<file path="src/core/wwdt_pkg.sv">
// package: constants, types and register map of the window watchdog
`default_nettype none
package wwdt_pkg;

  // ==========================================================
  // clock and time base
  localparam int CLK_MHZ = 125;
  localparam int CLK_PERIOD_NS = 8;
  localparam logic [7:0] US_CYC = 8'(1000 / CLK_PERIOD_NS); // cycles per microsecond
  localparam int STARTUP_DELAY_S = 10;
  localparam int OPEN_MAX_S = 640;
  localparam logic [39:0] CYC_PER_S = 40'(CLK_MHZ) * 40'h0F4240;
  localparam logic [39:0] STARTUP_CYC_DEF = 40'(STARTUP_DELAY_S) * CYC_PER_S;
  localparam logic [39:0] OPEN_MAX_CYC_DEF = 40'(OPEN_MAX_S) * CYC_PER_S;

  // ==========================================================
  // close window from sensed capacitance, counted in units of 10 pF
  localparam int CAP_UNIT_PF = 10;
  // cycles per unit for each tenth of the per-farad factor (times ten to the sixth)
  localparam logic [7:0] CAP_CYC_PER_TENTH = 8'(CAP_UNIT_PF * CLK_MHZ / 10);
  localparam logic [9:0] CAP_F_SLOW = 10'h318; // 79.2
  localparam logic [9:0] CAP_F_MID = 10'h18C;  // 39.6
  localparam logic [9:0] CAP_F_FAST = 10'h063; // 9.9
  localparam logic [31:0] CAP_MAX_UNITS = 32'h0001_86A0;

  // ==========================================================
  // register map (byte addresses, one word each)
  localparam int ADDR_W = 8;
  localparam logic [7:0] ADDR_CONFIG = 8'h00;
  localparam logic [7:0] ADDR_CLOSE = 8'h04;
  localparam logic [7:0] ADDR_RATIO = 8'h08;
  localparam logic [7:0] ADDR_CAP = 8'h0C;
  localparam logic [7:0] ADDR_HOLD = 8'h10;
  localparam logic [7:0] ADDR_STATUS = 8'h14;

  // variant configuration word
  typedef struct packed {
    logic startup_en; // 10 s startup delay instead of none
    logic cap_mode;   // close window from capacitance
    logic sep_fault;  // separate fault output pin
    logic two_sel;    // two ratio-select pins
    logic has_en;     // dedicated enable pin
  } wwdt_cfg_t;
  localparam int CFG_W = 5;
  localparam wwdt_cfg_t CFG_RST = '{startup_en: 1'h1, cap_mode: 1'h0, sep_fault: 1'h1,
                                    two_sel: 1'h1, has_en: 1'h1};

  localparam logic [31:0] CLOSE_US_RST = 32'h0000_2710;
  localparam logic [31:0] HOLD_US_RST = 32'h0003_0D40;
  localparam logic [31:0] CAP_RST = 32'h0000_0000;
  localparam int RATIO_W = 9;
  localparam int RATIO_FIELDS_W = 27;
  localparam logic [26:0] RATIO_RST = 27'h07C_0E03;

  // status word fields
  localparam int ST_EN_BIT = 0;
  localparam int ST_FAULT_BIT = 1;
  localparam int ST_RESET_BIT = 2;
  localparam int ST_PHASE_LSB = 4;
  localparam int ST_FLAGS_LSB = 8;

  typedef struct packed {
    logic sd_err;
    logic late;
    logic early;
  } wwdt_flags_t;

  // ==========================================================
  // pins, select codes, bus fields
  localparam int PIN_SVC = 0;
  localparam int PIN_EN = 1;
  localparam int PIN_SEL_LO = 2;
  localparam int PIN_SEL_HI = 3;
  localparam int PIN_SUP = 4;
  localparam int PIN_W = 5;
  localparam logic [4:0] PIN_SYNC_RST = 5'h01;
  localparam logic [1:0] SEL_DISABLE = 2'h1;
  localparam logic [1:0] SEL_MID = 2'h2;
  localparam logic [1:0] SEL_FAST = 2'h3;
  localparam int HTRANS_ACTIVE_BIT = 1;

  typedef enum logic [2:0] {
    PH_SUPRST,
    PH_IDLE,
    PH_STARTUP,
    PH_CLOSE,
    PH_OPEN,
    PH_FAULT
  } wwdt_phase_t;

endpackage
`default_nettype wire

</file>
<file path="src/core/wwdt_core.sv">
// window watchdog timer with an ahb-lite register slave
`default_nettype none

module wwdt_core #(
  parameter logic [39:0] STARTUP_CYC = wwdt_pkg::STARTUP_CYC_DEF,
  parameter logic [39:0] OPEN_MAX_CYC = wwdt_pkg::OPEN_MAX_CYC_DEF
) (
  input wire logic hclk,
  input wire logic hresetn,
  input wire logic hsel,
  input wire logic [31:0] haddr,
  input wire logic [1:0] htrans,
  input wire logic hwrite,
  input wire logic [2:0] hsize,
  input wire logic [31:0] hwdata,
  input wire logic hready,
  output logic [31:0] hrdata,
  output logic hreadyout,
  output logic hresp,
  input wire logic service_input,
  input wire logic guard_enable_pin,
  input wire logic ratio_select_low,
  input wire logic ratio_select_high,
  input wire logic supervisor_reset_n,
  output logic watchdog_fault_output_n,
  output logic reset_output_n
);
  import wwdt_pkg::*;

  // ==========================================================
  // decode helpers

  // select code to ratio slot: 00 and 01 share the first slot
  function automatic logic [1:0] ratio_index(input logic [1:0] code);
    logic [1:0] idx;
    idx = 2'h0;
    if (code == SEL_MID) begin
      idx = 2'h1;
    end else if (code == SEL_FAST) begin
      idx = 2'h2;
    end
    return idx;
  endfunction

  // per-farad factor, in tenths, for the capacitor-timed close window
  function automatic logic [9:0] cap_factor(input logic [1:0] idx);
    logic [9:0] f;
    f = CAP_F_SLOW;
    if (idx == 2'h1) begin
      f = CAP_F_MID;
    end else if (idx == 2'h2) begin
      f = CAP_F_FAST;
    end
    return f;
  endfunction

  // ==========================================================
  // state declarations
  logic [PIN_W-1:0] pins_raw;
  logic [PIN_W-1:0] sync1_ff;
  logic [PIN_W-1:0] sync2_ff;
  logic svc_prev_ff;

  wwdt_cfg_t cfg_ff, nxt_cfg;
  logic [31:0] close_us_ff, nxt_close_us;
  logic [RATIO_FIELDS_W-1:0] ratio_ff, nxt_ratio;
  logic [31:0] cap_reg_ff, nxt_cap_reg;
  logic [31:0] hold_us_ff, nxt_hold_us;
  wwdt_flags_t flags_ff, nxt_flags;
  logic wr_pend_ff, nxt_wr_pend;
  logic [ADDR_W-1:0] wr_addr_ff, nxt_wr_addr;
  logic [31:0] hrdata_ff, nxt_hrdata;
  logic hreadyout_ff;
  logic hresp_ff;

  wwdt_phase_t state_ff, nxt_state;
  logic [39:0] cnt_ff, nxt_cnt;
  logic [1:0] applied_ff, nxt_applied;
  logic [31:0] cap_act_ff, nxt_cap_act;
  logic fault_n_ff, nxt_fault_n;
  logic reset_n_ff, nxt_reset_n;

  // ==========================================================
  // pin synchronisers
  assign pins_raw = {supervisor_reset_n, ratio_select_high, ratio_select_low, guard_enable_pin, service_input};

  // two flops per pin; the edge flop looks only at the second stage
  always_ff @(posedge hclk or negedge hresetn) begin
    if (!hresetn) begin
      sync1_ff <= PIN_SYNC_RST;
      sync2_ff <= PIN_SYNC_RST;
      svc_prev_ff <= 1'h1;
    end else begin
      sync1_ff <= pins_raw;
      sync2_ff <= sync1_ff;
      svc_prev_ff <= sync2_ff[PIN_SVC];
    end
  end

  // ==========================================================
  // live decode of pins and configuration
  logic svc_fall;
  logic sup_ok;
  logic [1:0] sel_code;
  logic [1:0] live_idx;
  logic pin_disable;
  logic cap_ok;
  logic live_en;

  assign svc_fall = svc_prev_ff & ~sync2_ff[PIN_SVC];
  assign sup_ok = sync2_ff[PIN_SUP];
  // one pin maps to codes 00 and 10 so both variants share the ratio slots
  assign sel_code = cfg_ff.two_sel ? {sync2_ff[PIN_SEL_HI], sync2_ff[PIN_SEL_LO]}
                                   : {sync2_ff[PIN_SEL_LO], 1'h0};
  assign live_idx = ratio_index(sel_code);
  assign pin_disable = cfg_ff.two_sel & ~cfg_ff.has_en & (sel_code == SEL_DISABLE);
  // grounded or oversized capacitor, only meaningful in capacitor mode
  assign cap_ok = ~cfg_ff.cap_mode | ((cap_act_ff != '0) & (cap_act_ff <= CAP_MAX_UNITS));
  assign live_en = sup_ok & cap_ok & (cfg_ff.has_en ? sync2_ff[PIN_EN] : ~pin_disable);

  // ==========================================================
  // window lengths in cycles, from the ratio slot in force
  logic [RATIO_W-1:0] ratio_n;
  logic [RATIO_W-1:0] n_minus;
  logic [63:0] close_prod;
  logic [63:0] open_prod;
  logic [63:0] hold_prod;
  logic [39:0] close_cyc;
  logic [39:0] open_cyc;
  logic [39:0] hold_cyc;
  logic [39:0] term;
  logic done;

  assign ratio_n = ratio_ff[applied_ff * RATIO_W +: RATIO_W];
  // a ratio of zero is treated as one, giving an empty open window
  assign n_minus = (ratio_n != '0) ? ratio_n - 9'h001 : '0;
  assign close_prod = cfg_ff.cap_mode
    ? 64'(cap_act_ff) * 64'(cap_factor(applied_ff)) * 64'(CAP_CYC_PER_TENTH)
    : 64'(close_us_ff) * 64'(US_CYC);
  assign close_cyc = close_prod[39:0];
  assign open_prod = 64'(n_minus) * 64'(close_cyc);
  assign open_cyc = (open_prod > 64'(OPEN_MAX_CYC)) ? OPEN_MAX_CYC : open_prod[39:0];
  assign hold_prod = 64'(hold_us_ff) * 64'(US_CYC);
  assign hold_cyc = hold_prod[39:0];

  // terminal count for the phase in progress
  always_comb begin
    term = '0;
    unique case (state_ff)
      PH_STARTUP: term = STARTUP_CYC;
      PH_CLOSE: term = close_cyc;
      PH_OPEN: term = open_cyc;
      PH_FAULT: term = hold_cyc;
      default: term = '0;
    endcase
  end
  assign done = ({1'h0, cnt_ff} + 41'h1) >= {1'h0, term};

  // ==========================================================
  // watchdog sequencer
  logic restart;
  wwdt_flags_t ev;
  logic go_fault;

  always_comb begin
    nxt_state = state_ff;
    nxt_cnt = cnt_ff + 40'h1;
    nxt_applied = applied_ff;
    nxt_cap_act = cap_act_ff;
    restart = 1'h0;
    ev = '0;
    if (!sup_ok) begin
      // supervisor reset wins over everything, fault pin released
      nxt_state = PH_SUPRST;
      restart = 1'h1;
    end else if (state_ff == PH_SUPRST) begin
      // capacitor is sensed once here and never on the fly
      nxt_cap_act = cap_reg_ff;
      nxt_state = cfg_ff.startup_en ? PH_STARTUP : PH_CLOSE;
      restart = 1'h1;
    end else if (!live_en) begin
      nxt_state = PH_IDLE;
      restart = 1'h1;
    end else begin
      unique case (state_ff)
        PH_IDLE: begin
          nxt_state = PH_CLOSE;
          restart = 1'h1;
        end
        PH_STARTUP: begin
          if (svc_fall) begin
            nxt_state = PH_CLOSE;
            restart = 1'h1;
          end else if (done) begin
            nxt_state = PH_FAULT;
            ev.sd_err = 1'h1;
            restart = 1'h1;
          end
        end
        PH_CLOSE: begin
          if (live_idx != applied_ff) begin
            restart = 1'h1;
          end else if (svc_fall) begin
            nxt_state = PH_FAULT;
            ev.early = 1'h1;
            restart = 1'h1;
          end else if (done) begin
            nxt_state = PH_OPEN;
            restart = 1'h1;
          end
        end
        PH_OPEN: begin
          if (live_idx != applied_ff) begin
            nxt_state = PH_CLOSE;
            restart = 1'h1;
          end else if (svc_fall) begin
            nxt_state = PH_CLOSE;
            restart = 1'h1;
          end else if (done) begin
            nxt_state = PH_FAULT;
            ev.late = 1'h1;
            restart = 1'h1;
          end
        end
        PH_FAULT: begin
          // select changes seen during the fault wait for the next close window
          if (done) begin
            nxt_state = cfg_ff.startup_en ? PH_STARTUP : PH_CLOSE;
            restart = 1'h1;
          end
        end
        default: begin
          nxt_state = PH_SUPRST;
          restart = 1'h1;
        end
      endcase
    end
    if (restart) begin
      nxt_cnt = '0;
    end
    // the ratio slot is taken over only when a close window starts or runs
    if (nxt_state == PH_CLOSE) begin
      nxt_applied = live_idx;
    end
  end

  // outputs computed from the next phase so they leave a flop directly
  assign go_fault = (nxt_state == PH_FAULT);
  assign nxt_fault_n = ~(go_fault & cfg_ff.sep_fault);
  assign nxt_reset_n = sup_ok & (cfg_ff.sep_fault | ~go_fault);

  always_ff @(posedge hclk or negedge hresetn) begin
    if (!hresetn) begin
      state_ff <= PH_SUPRST;
      cnt_ff <= '0;
      applied_ff <= 2'h0;
      cap_act_ff <= CAP_RST;
      fault_n_ff <= 1'h1;
      reset_n_ff <= 1'h0;
    end else begin
      state_ff <= nxt_state;
      cnt_ff <= nxt_cnt;
      applied_ff <= nxt_applied;
      cap_act_ff <= nxt_cap_act;
      fault_n_ff <= nxt_fault_n;
      reset_n_ff <= nxt_reset_n;
    end
  end

  // ==========================================================
  // ahb-lite slave: zero wait states, always okay
  logic accept;
  logic [ADDR_W-1:0] rd_addr;
  logic [31:0] rd_val;
  logic [31:0] status_val;
  wwdt_flags_t flag_clr;

  assign accept = hsel & hready & htrans[HTRANS_ACTIVE_BIT];
  assign rd_addr = haddr[ADDR_W-1:0];

  // live status word: enable, outputs, phase and sticky fault causes
  always_comb begin
    status_val = '0;
    status_val[ST_EN_BIT] = live_en;
    status_val[ST_FAULT_BIT] = ~fault_n_ff;
    status_val[ST_RESET_BIT] = ~reset_n_ff;
    status_val[ST_PHASE_LSB +: 3] = state_ff;
    status_val[ST_FLAGS_LSB +: 3] = flags_ff;
  end

  // read mux, unmapped words read zero
  always_comb begin
    rd_val = '0;
    unique case (rd_addr)
      ADDR_CONFIG: rd_val[CFG_W-1:0] = cfg_ff;
      ADDR_CLOSE: rd_val = close_us_ff;
      ADDR_RATIO: rd_val[RATIO_FIELDS_W-1:0] = ratio_ff;
      ADDR_CAP: rd_val = cap_reg_ff;
      ADDR_HOLD: rd_val = hold_us_ff;
      ADDR_STATUS: rd_val = status_val;
      default: rd_val = '0;
    endcase
  end

  // address phase is latched, writes land in the data phase
  always_comb begin
    nxt_wr_pend = accept & hwrite;
    nxt_wr_addr = accept ? rd_addr : wr_addr_ff;
    nxt_hrdata = (accept & ~hwrite) ? rd_val : hrdata_ff;
    nxt_cfg = cfg_ff;
    nxt_close_us = close_us_ff;
    nxt_ratio = ratio_ff;
    nxt_cap_reg = cap_reg_ff;
    nxt_hold_us = hold_us_ff;
    flag_clr = '0;
    if (wr_pend_ff) begin
      unique case (wr_addr_ff)
        ADDR_CONFIG: nxt_cfg = wwdt_cfg_t'(hwdata[CFG_W-1:0]);
        ADDR_CLOSE: nxt_close_us = hwdata;
        ADDR_RATIO: nxt_ratio = hwdata[RATIO_FIELDS_W-1:0];
        ADDR_CAP: nxt_cap_reg = hwdata;
        ADDR_HOLD: nxt_hold_us = hwdata;
        ADDR_STATUS: flag_clr = wwdt_flags_t'(hwdata[ST_FLAGS_LSB +: 3]);
        default: nxt_cfg = cfg_ff;
      endcase
    end
    // a fault in the same cycle as its clear is kept
    nxt_flags = (flags_ff & ~flag_clr) | ev;
  end

  always_ff @(posedge hclk or negedge hresetn) begin
    if (!hresetn) begin
      wr_pend_ff <= 1'h0;
      wr_addr_ff <= '0;
      hrdata_ff <= '0;
      hreadyout_ff <= 1'h1;
      hresp_ff <= 1'h0;
      cfg_ff <= CFG_RST;
      close_us_ff <= CLOSE_US_RST;
      ratio_ff <= RATIO_RST;
      cap_reg_ff <= CAP_RST;
      hold_us_ff <= HOLD_US_RST;
      flags_ff <= '0;
    end else begin
      wr_pend_ff <= nxt_wr_pend;
      wr_addr_ff <= nxt_wr_addr;
      hrdata_ff <= nxt_hrdata;
      hreadyout_ff <= 1'h1;
      hresp_ff <= 1'h0;
      cfg_ff <= nxt_cfg;
      close_us_ff <= nxt_close_us;
      ratio_ff <= nxt_ratio;
      cap_reg_ff <= nxt_cap_reg;
      hold_us_ff <= nxt_hold_us;
      flags_ff <= nxt_flags;
    end
  end

  // ==========================================================
  // outputs
  assign hrdata = hrdata_ff;
  assign hreadyout = hreadyout_ff;
  assign hresp = hresp_ff;
  assign watchdog_fault_output_n = fault_n_ff;
  assign reset_output_n = reset_n_ff;

endmodule
`default_nettype wire

</file>
<file path="config.mk">
export PLATFORM = sky130hd
export DESIGN_NAME = wwdt_core
export DESIGN_NICKNAME = d
export VERILOG_FILES = /design/src/core/wwdt_pkg.sv /design/src/core/wwdt_core.sv
export SDC_FILE = /design/constraint.sdc
export NUM_CORES = 2
export LEC_CHECK = 0
export BUFFER_PORTS_ARGS = -buffer_cell sky130_fd_sc_hd__buf_2
export CAP_MARGIN = 10
export CORE_ASPECT_RATIO = 1.2
export CORE_MARGIN = 10
export CORE_UTILIZATION = 45
export DETAILED_ROUTE_END_ITERATION = 8
export PLACE_DENSITY = 0.64
export SLEW_MARGIN = 0
export SYNTH_ARGS = -nofsm -noshare
export SYNTH_HDL_FRONTEND = slang
export SYNTH_SLANG_ARGS = --single-unit
</file>
<file path="constraint.sdc">
create_clock -name hclk -period 23.9 [get_ports hclk]
set_input_delay 7.17 -clock hclk [delete_from_list [all_inputs] [get_ports hclk]]
set_output_delay 7.17 -clock hclk [all_outputs]
set_load 0.02 [all_outputs]
</file>
==> flow_summary.toml <==
[synth]
synth_cell_type_count = 101
synth_warnings = 0
ys_seq_elements = 262
ys.flop_type = "dfrtp_1"
syn_inst = 5089
synth_nets = 6455
avgSynthCellArea_um2 = 9.68
synthArstFlopShare_pct = 100
yosysSeqAreaShare_pct = 13.4
syn-cell-area_um2 = 49300
synth_edf_count = 0

[run]
cap_viol_max_count = 0

[detailed_routing]
drt-initial-drc-count = 2616
vias = 36900
vias_per_cell = 5.64
antenna_left = 0
first_pass_iters = 9
routed_wl_um = 143000
drc = 11
routedWlPerCell_um = 21.8

[final_layout]
drive_above_1_share_pct = 9.21
final_util_pct = 48.2
seq_area_um2 = 6590
area_growth_pct = 6.01
nFillCells = 10200
nets = 6478
multiInputGateArea_um2 = 39100

[timing]
holdWs_ns = 0.347
rsz0062_at_grt = "no"
fin_crit_ns = 22.37
worstMarginPinSlew_ns = 1.25
finalWorstSetupSlack_ns = 1.53
max_freq_ghz = 0.0447
maxSlewHeadroom_pct = 15.3
hold_violations = 0
setup_tns_ns = 0
fin_skew_ns = 0.0428
timing.final.crit_share_pct = 93.6
slew_viol_final = 0
final-setup-viol-count = 0

[setup_path]
crit_required_ns = 24.34
path_common_cell = "inv_1"
crit_path_max_fanout = 32
critPathKind = "reg -> reg"
r2r_start = "applied_ff[0]"
critPathCaptureType = "register"
arrival_ns = 22.81
startpoint_type = "register"
slowest_delay_ns = 1.11
critPathLaunch = "applied_ff[0]"
slowest_stage = "ha_1"

[floorplan]
die_width_um = 322
die_y_um = 383
dieArea_um2 = 123000
start_util_pct = 45.5
ios = 115
core_area_um2 = 108000
rows = 132

[clock_network]
post_cts_resized = 0
ctsRootBufferMaster = "clkbuf_16"
path_clk_slew_ns = 0.06
clockBufferDepth = 3
cts_hold_buffers = 0
cts.sinks = 262
cts_made_buffers = 28
cts_max_level = 1
cts_tree = "built"
insertion_delay_ns = 0.59
cts_setup_buffers = 0

[place]
io_buffers = 84
dp_hpwl_um = 120000
preCtsSetupSlack_ns = 1.78
gp_congestion = 1.05

[status]
outcome = "complete, but fails checks"
violations = "DRC"

[global_route]
grt_pass1_wl_um = 225000
grt_overflow = 0
grt_max_degree = 127
first_global_vias = 38500
antenna_found_initial = 2
grtUsageTotal_pct = 23.2

[min_path]
hp-start = "sync1_ff[2]"
hp-class = "reg -> reg"
-- path summary, 6_finish.rpt --
kind / slack, ns / cells after the start / endpoint
worst max-delay path: 1.53 / 72 / applied_ff[1]
worst min-delay path: 0.35 / 0 / sync2_ff[2]
worst max register to register: 1.53 / 72 / applied_ff[1]
worst min register to register: 0.35 / 0 / sync2_ff[2]
max in group asynchronous: 15.50 / 2 / cfg_ff[3]
min in group asynchronous: 6.71 / 1 / hold_us_ff[12]
-- critical path, delay by kind of cell (launching register included) --
| family | cells | cell delay [ns] |
|---|---|---|
| buffers and inverters | 14 | 1.56 |
| flip-flops | 1 | 0.80 |
| multiplexers | 1 | 0.11 |
| AND/OR/NAND/NOR | 19 | 5.38 |
| AO/OA/AOI/OAI | 19 | 5.74 |
| adder cells (fa/ha/maj) | 18 | 8.44 |
| XOR/XNOR | 1 | 0.16 |
-- flip-flops by register name (all words and copies together) (netlist names) --
| signal | count |
|---|---|
| hrdata | 32 |
| state_ff | 3 |
| cap_act_ff | 32 |
| hold_us_ff | 32 |
| reset_output_n | 1 |
| cnt_ff | 40 |
| close_us_ff | 32 |
| wr_addr_ff | 8 |
| cfg_ff | 5 |
| sync2_ff | 5 |
| sync1_ff | 5 |
| cap_reg_ff | 32 |
| wr_pend_ff | 1 |
| watchdog_fault_output_n | 1 |
| svc_prev_ff | 1 |
| flags_ff | 3 |
| applied_ff | 2 |
| ratio_ff | 27 |
-- per-layer routing --
| metal | part of all wire [%] | GRT usage (%) |
|---|---|---|
| met5 | 0.021 | 0 |
| met4 | 4.4 | 8.79 |
| met3 | 6.0 | 3.34 |
| met2 | 48 | 38.4 |
| met1 | 42 | 30.7 |
-- cell usage in the layout (no fill, tap or decap), types with 83 or more instances in the layout --
master | synthesis | final
fa_1 | 865 | 865
o21ai_0 | 169 | 168
inv_1 | 811 | 811
a21oi_1 | 199 | 197
and2_1 | 141 | 141
nor2_1 | 286 | 281
a21o_1 | 106 | 106
xnor2_1 | 144 | 144
ha_1 | 422 | 422
mux2_2 | 196 | 196
buf_2 | 10 | 83
nand2_1 | 435 | 435
dfrtp_1 | 233 | 232
and3_1 | 83 | 83
-- stage by stage --
stage,std cells,cell area [um2]
global placement,6489,51300
CTS,6541,52200
finish,6544,52200
floorplan,5089,49300
detailed placement,6489,51300
global route,6541,52200
-- cell families after synthesis --
group	share of synthesized area, %
multiplexers	5.42
AND/OR/NAND/NOR	13.0
buffers and inverters	7.39
adder cells (fa/ha/maj)	45.9
XOR/XNOR	3.93
AO/OA/AOI/OAI	11.1
flip-flops	13.4
other	0.0152
-- cells in the mapped netlist, drive strengths merged, types with 29 or more instances --
cell type,number,area [um2]
nor2b,65,407
dfstp,29,762
and3,83,519
nor3,62,315
fa,865,17300
a21o,106,796
mux2,196,2210
clkbuf,122,458
xnor2,144,1260
nand4,32,200
xor2,72,631
o21ai,181,910
a222oi,35,350
o21bai,30,225
nand3,53,265
o21a,39,293
nor2,288,1090
a21oi,203,1030
nand2b,68,425
nand2,436,1640
and2,142,888
ha,422,5280
a211oi,33,268
dfrtp,233,5830
mux2i,44,440
inv,813,3050
-- layout make-up --
class / count / area share, %
diodes: 3 / 0.0144
clock buffers: 42 / 1.54
clock inverters: 10 / 0.187
inverters: 813 / 5.84
multi-input cells: 3869 / 74.8
flip-flops and latches: 262 / 12.6
well taps: 1407 / 3.37
repair buffers: 138 / 1.60
Power is not shown: default switching activity piles up to over one toggle a cycle in this logic, so the estimate is an artifact.
